## config.mk

```make
export PLATFORM = sky130hd
export DESIGN_NAME = mie_core
export DESIGN_NICKNAME = d
export VERILOG_FILES = /design/src/inc/mie_pkg.sv /design/src/hw/mie_alu.sv /design/src/hw/mie_core.sv
export SDC_FILE = /design/constraint.sdc
export NUM_CORES = 1
export LEC_CHECK = 0
export BUFFER_PORTS_ARGS = -buffer_cell sky130_fd_sc_hd__clkbuf_2
export CORE_ASPECT_RATIO = 1.75
export CORE_MARGIN = 8
export CORE_UTILIZATION = 42
export CTS_BUF_LIST = sky130_fd_sc_hd__clkbuf_8
export CTS_CLUSTER_DIAMETER = 30
export DETAILED_ROUTE_END_ITERATION = 6
export PLACE_DENSITY = 0.67
export SYNTH_ARGS = -nofsm -noshare
export SYNTH_HDL_FRONTEND = slang
export SYNTH_HIERARCHICAL = 1
export SYNTH_SLANG_ARGS = --single-unit
```

## constraint.sdc

```tcl
create_clock -name sys_clk -period 5.1 [get_ports sys_clk]
set_input_delay 0.765 -clock sys_clk [delete_from_list [all_inputs] [get_ports sys_clk]]
set_output_delay 0.765 -clock sys_clk [all_outputs]
set_load 0.02 [all_outputs]
```

## src/inc/mie_pkg.sv

```systemverilog
// Constants and operation codes shared by the instruction execution core.
// Assumes the fetch stage presents operations already split into fields.
package mie_pkg;

   // ------------------------------------------------------------
   // Operation codes presented by the fetch stage
   // ------------------------------------------------------------
   typedef enum logic [2:0] {
      MIE_OP_NOP = 3'h0,
      MIE_OP_INC_SKIP_ZERO = 3'h1,
      MIE_OP_SOFT_TRAP = 3'h2,
      MIE_OP_OR_WORK_WITH_FILE = 3'h3,
      MIE_OP_OR_IMM_INTO_WORK = 3'h4,
      MIE_OP_PORT_DIRECTION_LOAD = 3'h5,
      MIE_OP_MOVE_WORK_TO_FILE = 3'h6,
      MIE_OP_LOAD_IMM_TO_WORK = 3'h7
   } mie_op_t;

   // ------------------------------------------------------------
   // Widths, vectors and reset values
   // ------------------------------------------------------------
   localparam int MIE_DATA_W = 8;
   localparam int MIE_ADDR_W = 6;
   localparam int MIE_PC_W = 11;
   localparam int MIE_FILE_WORDS = 64;
   localparam logic [10:0] MIE_TRAP_VECTOR = 11'h002;
   localparam logic [10:0] MIE_PC_RESET = 11'h000;
   localparam logic [7:0] MIE_WORK_RESET = 8'h00;
   localparam logic [7:0] MIE_DIR_RESET = 8'hff;
   localparam logic [5:0] MIE_DIR_FIRST = 6'h05;
   localparam int MIE_DIR_COUNT = 3;
   localparam int MIE_TRAP_CYCLES_28PIN = 2;
   localparam int MIE_TRAP_CYCLES_18PIN = 3;
   localparam int MIE_STACK_DEPTH = 4;

endpackage
```

## src/hw/mie_alu.sv

```systemverilog
// Result path of the execution core: operand selection, result, zero
// flag and write-back steering. Purely combinational, same clock as caller.
`timescale 1ns/1ps
module mie_alu (
   input wire mie_pkg::mie_op_t op,
   input wire logic dest_file,
   input wire logic [7:0] work,
   input wire logic [7:0] file_val,
   input wire logic [7:0] imm,
   output logic [7:0] result,
   output logic zero,
   output logic write_work,
   output logic write_file,
   output logic write_zero,
   output logic skip
);
   wire is_inc = (op == mie_pkg::MIE_OP_INC_SKIP_ZERO);
   wire is_or_file = (op == mie_pkg::MIE_OP_OR_WORK_WITH_FILE);
   wire is_or_imm = (op == mie_pkg::MIE_OP_OR_IMM_INTO_WORK);
   wire is_move = (op == mie_pkg::MIE_OP_MOVE_WORK_TO_FILE);
   wire is_load = (op == mie_pkg::MIE_OP_LOAD_IMM_TO_WORK);
   wire [7:0] inc_val = 8'(file_val + 8'h01);

   // ------------------------------------------------------------
   // Result and steering
   // ------------------------------------------------------------
   assign result = is_inc ? inc_val :
      is_or_file ? (work | file_val) :
      is_or_imm ? (work | imm) :
      is_load ? imm :
      work;
   assign zero = (result == 8'h00);
   assign write_zero = is_or_file | is_or_imm;
   assign write_work = ((is_inc | is_or_file) & ~dest_file)
      | is_or_imm | is_load;
   assign write_file = ((is_inc | is_or_file) & dest_file) | is_move;
   assign skip = is_inc & (inc_val == 8'h00);
endmodule

```

## src/hw/mie_core.sv

```systemverilog
// Execution core for a subset of an 8-bit instruction set.
// Assumes a fetch stage on sys_clk that holds instr_* until instr_ready.
//
// Summary of operation
// - Increment-and-skip adds one to file register; d picks destination.
// - Zero increment result discards the prefetched instruction as a NOP.
// - Trap pushes PC plus one, then loads vector 002h into PC.
// - Trap takes two cycles on 28-pin, three on 18-pin variants.
// - Register-OR ORs working and file register, updates zero flag.
// - Register-OR result goes to working register if d=0, else file.
// - Immediate-OR ORs 8-bit immediate into working register, sets zero.
// - Direction load copies working register to direction register 5-7.
// - Move-to-file copies working register into file register, no flags.
// - Load-immediate puts the immediate into working register, no flags.
// - Load-immediate completes in one cycle.
`timescale 1ns/1ps
module mie_core #(
   parameter bit PIN28 = 1'b1,
   parameter int STACK_DEPTH = mie_pkg::MIE_STACK_DEPTH
) (
   input wire logic sys_clk,
   input wire logic resetn,
   input wire logic instr_valid,
   input wire mie_pkg::mie_op_t instr_op,
   input wire logic [5:0] instr_addr,
   input wire logic instr_dest,
   input wire logic [7:0] instr_imm,
   output logic instr_ready,
   output logic [7:0] working_register,
   output logic zero_flag,
   output logic [10:0] pc,
   output logic [10:0] stack_top,
   output logic [7:0] port_dir_a,
   output logic [7:0] port_dir_b,
   output logic [7:0] port_dir_c,
   output logic retired,
   output logic discarded,
   output logic bad_operand
);
   localparam int TRAP_N = PIN28 ? mie_pkg::MIE_TRAP_CYCLES_28PIN
      : mie_pkg::MIE_TRAP_CYCLES_18PIN;
   localparam int SP_W = (STACK_DEPTH > 1) ? $clog2(STACK_DEPTH) : 1;

   initial begin
      if (STACK_DEPTH < 2) begin
         $error("STACK_DEPTH must be at least 2");
      end
   end

   typedef enum logic [1:0] {
      MIE_ST_RUN = 2'b01,
      MIE_ST_TRAP = 2'b10
   } mie_state_t;

   // ------------------------------------------------------------
   // Reset release
   // ------------------------------------------------------------
   logic rst_meta;
   logic rst_n;
   always_ff @(posedge sys_clk or negedge resetn) begin
      if (!resetn) begin
         rst_meta <= 1'b0;
         rst_n <= 1'b0;
      end else begin
         rst_meta <= 1'b1;
         rst_n <= rst_meta;
      end
   end

   // ------------------------------------------------------------
   // Decode
   // ------------------------------------------------------------
   logic [7:0] file_mem [mie_pkg::MIE_FILE_WORDS];
   logic [10:0] stack_mem [STACK_DEPTH];
   logic [SP_W-1:0] sp;
   logic skip_pending;
   logic [1:0] wait_cnt;
   mie_state_t state;
   logic [7:0] dir_reg [mie_pkg::MIE_DIR_COUNT];

   wire [7:0] file_val = file_mem[instr_addr];
   wire take = instr_valid & instr_ready;
   wire exec = take & ~skip_pending;
   // A discarded slot still advances the PC, exactly like a NOP
   wire discard = take & skip_pending;
   wire is_trap = (instr_op == mie_pkg::MIE_OP_SOFT_TRAP);
   wire is_dir = (instr_op == mie_pkg::MIE_OP_PORT_DIRECTION_LOAD);
   wire [5:0] dir_off = 6'(instr_addr - mie_pkg::MIE_DIR_FIRST);
   wire dir_ok = (instr_addr >= mie_pkg::MIE_DIR_FIRST) &&
      (dir_off < 6'(mie_pkg::MIE_DIR_COUNT));
   wire [10:0] pc_plus1 = 11'(pc + 11'h001);
   wire [SP_W-1:0] next_sp = (sp == SP_W'(STACK_DEPTH - 1)) ? '0
      : SP_W'(sp + 1'b1);

   logic [7:0] result;
   logic zero;
   logic write_work;
   logic write_file;
   logic write_zero;
   logic skip;

   mie_alu u_alu (
      .op(instr_op),
      .dest_file(instr_dest),
      .work(working_register),
      .file_val(file_val),
      .imm(instr_imm),
      .result(result),
      .zero(zero),
      .write_work(write_work),
      .write_file(write_file),
      .write_zero(write_zero),
      .skip(skip)
   );

   // ------------------------------------------------------------
   // Trap sequencing
   // ------------------------------------------------------------
   // Trap holds off the fetch stage for its extra cycles
   always_ff @(posedge sys_clk or negedge rst_n) begin
      if (!rst_n) begin
         state <= MIE_ST_RUN;
         wait_cnt <= 2'h0;
         instr_ready <= 1'b0;
      end else begin
         case (state)
            MIE_ST_RUN: begin
               instr_ready <= 1'b1;
               if (exec && is_trap) begin
                  state <= MIE_ST_TRAP;
                  wait_cnt <= 2'(TRAP_N - 2);
                  instr_ready <= 1'b0;
               end
            end
            MIE_ST_TRAP: begin
               if (wait_cnt == 2'h0) begin
                  state <= MIE_ST_RUN;
                  instr_ready <= 1'b1;
               end else begin
                  wait_cnt <= 2'(wait_cnt - 2'h1);
               end
            end
            default: begin
               state <= MIE_ST_RUN;
               instr_ready <= 1'b0;
            end
         endcase
      end
   end

   // ------------------------------------------------------------
   // Architectural state
   // ------------------------------------------------------------
   always_ff @(posedge sys_clk or negedge rst_n) begin
      if (!rst_n) begin
         working_register <= mie_pkg::MIE_WORK_RESET;
         zero_flag <= 1'b0;
         pc <= mie_pkg::MIE_PC_RESET;
         stack_top <= mie_pkg::MIE_PC_RESET;
         sp <= '0;
         skip_pending <= 1'b0;
         retired <= 1'b0;
         discarded <= 1'b0;
         bad_operand <= 1'b0;
      end else begin
         retired <= exec;
         discarded <= discard;
         bad_operand <= exec & is_dir & ~dir_ok;
         if (discard) begin
            skip_pending <= 1'b0;
            pc <= pc_plus1;
         end
         if (exec) begin
            skip_pending <= skip;
            if (write_work) begin
               working_register <= result;
            end
            if (write_zero) begin
               zero_flag <= zero;
            end
            if (is_trap) begin
               pc <= mie_pkg::MIE_TRAP_VECTOR;
               stack_top <= pc_plus1;
               sp <= next_sp;
            end else begin
               pc <= pc_plus1;
            end
         end
      end
   end

   // Stack is circular: overflow silently overwrites the oldest entry
   always_ff @(posedge sys_clk) begin
      if (exec && is_trap) begin
         stack_mem[next_sp] <= pc_plus1;
      end
      if (exec && write_file) begin
         file_mem[instr_addr] <= result;
      end
   end

   // ------------------------------------------------------------
   // Port direction registers
   // ------------------------------------------------------------
   genvar gi;
   generate
      for (gi = 0; gi < mie_pkg::MIE_DIR_COUNT; gi++) begin : g_dir
         always_ff @(posedge sys_clk or negedge rst_n) begin
            if (!rst_n) begin
               dir_reg[gi] <= mie_pkg::MIE_DIR_RESET;
            end else if (exec && is_dir && dir_ok &&
               dir_off == 6'(gi)) begin
               dir_reg[gi] <= working_register;
            end
         end
      end
   endgenerate
   assign port_dir_a = dir_reg[0];
   assign port_dir_b = dir_reg[1];
   assign port_dir_c = dir_reg[2];

   // ------------------------------------------------------------
   // Checks
   // ------------------------------------------------------------
   a_inc_work_dest: assert property (@(posedge sys_clk) disable iff (!rst_n)
      exec && instr_op == mie_pkg::MIE_OP_INC_SKIP_ZERO && !instr_dest
      |=> working_register == 8'($past(file_val) + 8'h01) &&
      $stable(zero_flag))
      else $error("increment result not in working register");
   a_skip_discards: assert property (@(posedge sys_clk) disable iff (!rst_n)
      exec && instr_op == mie_pkg::MIE_OP_INC_SKIP_ZERO &&
      file_val == 8'hff ##1 take |-> discard ##1
      (discarded && $stable(working_register)))
      else $error("prefetched instruction not discarded");
   a_trap_vector_push: assert property (@(posedge sys_clk)
      disable iff (!rst_n) exec && is_trap
      |=> pc == mie_pkg::MIE_TRAP_VECTOR &&
      stack_top == 11'($past(pc) + 11'h001) && stack_mem[sp] == stack_top
      && $stable(zero_flag))
      else $error("trap vector or return address wrong");
   a_trap_cycle_count: assert property (@(posedge sys_clk)
      disable iff (!rst_n) exec && is_trap
      |=> !instr_ready ##(TRAP_N - 1) instr_ready)
      else $error("trap length wrong");
   a_or_file_work: assert property (@(posedge sys_clk) disable iff (!rst_n)
      exec && instr_op == mie_pkg::MIE_OP_OR_WORK_WITH_FILE && !instr_dest
      |=> working_register == ($past(working_register) | $past(file_val))
      && zero_flag == (working_register == 8'h00))
      else $error("register OR wrong");
   a_or_imm_work: assert property (@(posedge sys_clk) disable iff (!rst_n)
      exec && instr_op == mie_pkg::MIE_OP_OR_IMM_INTO_WORK
      |=> working_register == ($past(working_register) | $past(instr_imm))
      && zero_flag == (working_register == 8'h00))
      else $error("immediate OR wrong");
   a_dir_load_first: assert property (@(posedge sys_clk) disable iff (!rst_n)
      exec && is_dir && instr_addr == mie_pkg::MIE_DIR_FIRST
      |=> port_dir_a == $past(working_register) && $stable(zero_flag)
      && !bad_operand)
      else $error("direction load wrong");
   a_move_no_flag: assert property (@(posedge sys_clk) disable iff (!rst_n)
      exec && instr_op == mie_pkg::MIE_OP_MOVE_WORK_TO_FILE
      |=> $stable(zero_flag) && $stable(working_register) &&
      file_mem[$past(instr_addr)] == working_register)
      else $error("move to file wrong");
   a_load_imm_one: assert property (@(posedge sys_clk) disable iff (!rst_n)
      exec && instr_op == mie_pkg::MIE_OP_LOAD_IMM_TO_WORK
      |=> working_register == $past(instr_imm) && $stable(zero_flag)
      && instr_ready)
      else $error("load immediate wrong");
endmodule

```

; ---- Word-level counts from Yosys, hierarchy flattened
; Memory sizes are Yosys's and may differ from the RTL's.
; Index checks and enable logic that the tools add are counted.
[totals]
regBits = 66
latch_bits = 0
ram_bits = 512
rom_bits = 0
input_bits = 21
output_inout_bits = 59
elab_cells = 94
n_memories = 1
[memory_table]
columns = name, words, word_bits, rd, rd_ports_with_merged_regs, write_ports, line
row1 = file_mem, 64, 8, 1, 0, 1, mie_core.sv:73  ; logic [7:0] file_mem [mie_pkg::MIE_FILE_WORDS];
[op_classes]
addsub = 4
mul = 0
n_div = 0
n_lt_le_gt_ge = 2
eq_ne = 14
shifts = 0
muxes = 20
bitwise = 18
reduce_logical = 19
[ops]
columns = op, n
row1 = 11-bit two-way mux, 3
row2 = 8-bit two-way mux, 4
row3 = 8-bit zero test, 2
row4 = 8-bit OR, 2
row5 = "3-bit == test, second input constant", 4
row6 = "11-bit by 1-bit adder with 11-bit output, second input constant", 1
row7 = "8-bit by 1-bit adder with 8-bit output, second input constant", 1
row8 = 1-bit bitwise AND, 8
row9 = 1-bit logical AND, 8
row10 = 2-bit two-way mux, 4
row11 = 2-bit case mux with 2 select lines, 2
row12 = 2-bit AND reduction, 4
row13 = "3-bit by 2-bit == test with 1-bit output, second input constant", 2
row14 = "6-bit by 1-bit == test with 1-bit output, second input constant", 1
row15 = "6-bit by 2-bit == test with 1-bit output, second input constant", 1
row16 = "6-bit by 3-bit greater-or-equal comparator with 1-bit output, second input constant", 1
row17 = 6-bit zero test, 1
row18 = "6-bit by 2-bit less-than comparator with 1-bit output, second input constant", 1
row19 = 1-bit two-way mux, 6
row20 = "2-bit != test, second input constant", 3
row21 = "6-bit by 3-bit subtractor with 6-bit output, second input constant", 1
row22 = 1-bit OR, 5
row23 = 2-bit nonzero test, 2
row24 = "3-bit by 1-bit == test with 1-bit output, second input constant", 1
row25 = 7 further kinds, 9

; ---- Logic depth before layout (Yosys ltp)
[logic_depth]
word_depth = 7
depth_mapped = 17
mapped_depth_nobuf = 12

; ---- By module
; The synthesis kept the hierarchy.
[by_module_without_submodules]
columns = module, n_inst, cells_per_inst, area_per_inst_um2, seq_area_each_um2
row1 = mie_core, 1, 1314, 22970.8, 17057.6
row2 = mie_alu, 1, 107, 723.2, 0.0

; ---- Least setup slack after synthesis
; OpenSTA, ideal clock, no wires.
[synth_timing]
kind = input -> register
from = input instr_addr[1]
to = memory file_mem[0][2] (data pin)
setup_time_ns = 0.710
arrival_time_ns = 5.239
required_ns = 4.390
setup_slack_ns = -0.849
stages = 12
path_buffers = 4
path_cell_list = buf_6 > buf_8 > buf_6 > buf_6 > mux2_2 > o22ai_1 > a21oi_1 > a31oi_1 > nand4_1 > ha_1 > xnor2_1 > o21ai_0
[synth_between]
word_cells_on_any_way = 5
[synth_lines]
columns = element, line
row1 = start: declaration, mie_core.sv:25  ; input wire logic [5:0] instr_addr,
row2 = memory read 64 x 8 bit, -
row3 = named net file_val[0], mie_core.sv:81  ; wire [7:0] file_val = file_mem[instr_addr];
row4 = 8-bit by 1-bit adder with 8-bit output, mie_alu.sv:22  ; wire [7:0] inc_val = 8'(file_val + 8'h01);
row5 = 8-bit two-way mux, mie_alu.sv:27  ; assign result = is_inc ? inc_val :
row6 = named net result[2], mie_core.sv:95  ; logic [7:0] result;
row7 = end: declaration, mie_core.sv:73
; The timed path passes the listed nets, and every way through them passes these cells.

; ---- Worst setup path after layout
[layout_timing]
from = input instr_addr[2]
to = memory file_mem[55][4] (data pin)
; The elaborated chain is that of the path after synthesis.

==> metrics.yaml <==
sta:
  hold_slack_ns: 0.351
  setup_viol: 0
  grt_setup_unrepaired: "no"
  slew_headroom_pct: 33.9
  finClkSkew_ns: 0.0331
  finalCritPeriodShare_pct: 88.7
  worst_pin_slew_ns: 0.987
  hold_viol: 0
  fmax_mhz: 221
  setup_tns_ns: 0
  fin_crit_ns: 4.53
  finalMaxSlewViolations: 0
routing:
  drt-vias-per-instance: 5.88
  drcViolationCount: 0
  avgRoutedWirePerCell_um: 26.4
  firstDrtPassIters: 5
  ant_nets: 0
  drt_iter0_drc: 1091
  via_count: 13833
  totalWireLength_um: 62100
synthesis:
  synth_compound_area_share_pct: 7.23
  synth-simple-area-share_pct: 5.86
  ys.flop_type: "edfxtp_1"
  synthesis.nets: 1447
  async_flop_share_pct: 11.4
  synth_warnings: 6
  yosys-mux-area-fraction_pct: 11.5
  syn_area_mm2: 0.0237
  synthXorXnorAreaFrac_pct: 0.444
  netlist-cell-type-count: 85
  syn_inst: 1421
  synth_area_per_cell_um2: 16.7
  synth_top_family_by_area: "multiplexers"
  synth_edf_count: 512
  yosys.area_share.adder_pct: 0.264
  synth_seq_cells: 578
  seq_area_frac_synth_pct: 72.0
global_routing:
  grt_pass1_vias: 14201
  grt_pass1_wl_um: 91700
  grt_max_degree: 66
  grtUsageTotal_pct: 19.2
  antenna_found_initial: 4
  grt.overflow.total: 0
min_path:
  hold_path_class: "reg -> reg"
  holdPathStages: 0
  min_to: "rst_n$_DFF_PN0_"
  worstHoldStart: "rst_meta$_DFF_PN0_"
place:
  routabilityCongestion: 0.885
  place_hpwl_um: 41900
  dpl-instance-area_mm2: 0.0253
  io_buffers: 79
clock_tree:
  path_clk_slew_ns: 0.06
  numCtsBuffers: 83
  cts.htree.levels: 3
  root_buffer: "clkbuf_8"
  clock_sinks: 578
  clk_latency_ns: 0.68
  cts_setup_buffers: 0
  cts_resized: 0
  postCtsHoldBufs: 1
  cts_tree: "yes"
  cts_buffer_depth: 3
power:
  p_comb_share_pct: 14.2
  ir_drop_uv: 178
  powerDensity_mw_per_mm2: 418
  clockPowerShare_pct: 34.2
  switching_power_w: 0.00305
  power_frac_seq_pct: 51.6
  p_sw_share_pct: 27.0
  internal_power_w: 0.00825
  p_leak_nw: 9.45
  power_w: 0.0113
critical_path:
  timing.rr.end: "file_mem[55][4]$_DFFE_PP_"
  crit_chain: "buf_2 > buf_4 > buf_4 > nand3b_2 > o221ai_1 > a21oi_1 > nor4_1 > nand4_1 > ha_1 > and4_1 > o21ai_0 > o21ai_0 > nor2_4 > buf_12"
  path_max_fanout: 49
  rr_startpoint: "file_mem[24][1]$_DFFE_PP_"
  slowest_stage: "nor4_1"
  critPathMaxStageDelay_ns: 0.59
  arrival_ns: 4.98
  r2r_slack_ns: 1.00
  endpoint_kind: "flip-flop"
  r2r_cells: 11
  critical_path_class: "in -> reg"
  critPathRequiredTime_ns: 5.56
  critPathLaunchType: "input pin"
floorplanning:
  start_util_pct: 42.3
  core.rowCount: 115
  die_y_um: 330
  pin_count: 80
  dieArea_mm2: 0.0646
  core_mm2: 0.0560
  die_w_um: 196
outcome:
  status: "finished clean"
cells_and_area:
  fin_nets: 1608
  drive_gt1_share_pct: 25.8
  final_common_cell: "edfxtp_1"
  final_cell_mix: "512 x edfxtp_1, 113 x mux2i_1, 89 x nor2_1"
  finish.utilization_pct: 48.3
  final_area_mm2: 0.0270
  syn_to_final_growth_pct: 14.1
run:
  drv_cap: 0
## per-layer routing
layer	vias to the layer above	global-route usage (%)	wire, um
li1	5981	-	-
met3	193	3.86	4200
met2	642	34.5	32500
met5	-	0	13
met1	7015	19.9	21200
met4	2	13.1	4190
## power by group through the flow
| stage | clock, W | sequential [W] | combinational (W) |
|---|---|---|---|
| after floorplan | 0 | 0.00602 | 0.000735 |
| after global placement | 0 | 0.00593 | 0.00157 |
| after detailed placement | 0 | 0.00594 | 0.00160 |
| after CTS | 0.00393 | 0.00584 | 0.00161 |
| after global routing | 0.00410 | 0.00585 | 0.00171 |
| final | 0.00386 | 0.00584 | 0.00160 |
## worst max-delay path, delay by kind of cell
kind | cells | cell delay (ns)
simple gates | 5 | 1.88
buf+inv | 4 | 1.12
compound gates | 4 | 0.78
fa+ha+maj | 1 | 0.36
## cell usage after synthesis, drive strengths merged (5+ instances only)
cell | count | area, um^2
o221ai | 29 | 254
ha | 5 | 62.6
mux2 | 50 | 563
edfxtp | 512 | 15400
o31ai | 5 | 37.5
buf | 52 | 438
a31oi | 7 | 43.8
nor4 | 5 | 37.5
a21oi | 37 | 185
inv | 23 | 91.3
xnor2 | 9 | 78.8
nand4 | 8 | 50.1
nor3 | 6 | 35.0
clkbuf | 27 | 101
mux2i | 113 | 1130
nand3 | 19 | 95.1
and3 | 12 | 75.1
a221oi | 22 | 199
a211oi | 10 | 75.1
nor2 | 96 | 395
and4 | 8 | 70.1
a21o | 7 | 52.6
o21ai | 55 | 275
nand2 | 59 | 229
o211ai | 8 | 70.1
mux4 | 46 | 1040
dfstp | 25 | 657
o22ai | 29 | 181
nor2b | 11 | 68.8
a22oi | 13 | 97.6
or3b | 5 | 43.8
dfrtp | 41 | 1030
nand2b | 8 | 65.1
## cells by family after synthesis
family	Yosys count
mux	209
xor+xnor	12
compound gates	248
buf+inv	103
flops	578
fa+ha+maj	5
simple gates	265
other cells	1
## how the worst max path moves through the flow
stage | start | to | slack, ns | cells after the start
2_1_floorplan | instr_addr[1] | file_mem[0][6]$_DFFE_PP_ | 0.13 | 14
3_3_place_gp | instr_addr[1] | zero_flag$_DFFE_PN0P_ | 0.11 | 13
3_5_place_dp | instr_addr[2] | zero_flag$_DFFE_PN0P_ | 0.16 | 15
4_1_cts | instr_addr[2] | file_mem[55][4]$_DFFE_PP_ | 0.85 | 14
5_1_grt | instr_addr[2] | file_mem[55][4]$_DFFE_PP_ | 0.51 | 14
6_report | instr_addr[2] | file_mem[55][4]$_DFFE_PP_ | 0.57 | 14
## final cells by class
type / count / area [um^2]
fill: 4666 / 28900
clock buffer: 87 / 1200
multi-input combinational: 740 / 6050
inverter: 24 / 95.1
clock inverter: 65 / 551
tap: 702 / 878
antenna: 2 / 5.00
timing repair buffer: 155 / 1190
sequential: 578 / 17100
## sequential cells by signal (all words and copies together), names as in the netlist, 2 cells and up
signal	flops
file_mem	512
pc	11
stack_top	11
port_dir_a	8
port_dir_b	8
port_dir_c	8
working_register	8
state	2
wait_cnt	2
## per-stage QoR
step                worst slack [ns]  std cells
floorplan                      0.125       1421
global placement               0.112       2198
detailed placement             0.156       2198
CTS                            0.846       2351
global route                   0.512       2352
finish                         0.575       2353
Note: power is estimated with default switching activity, not from simulation.
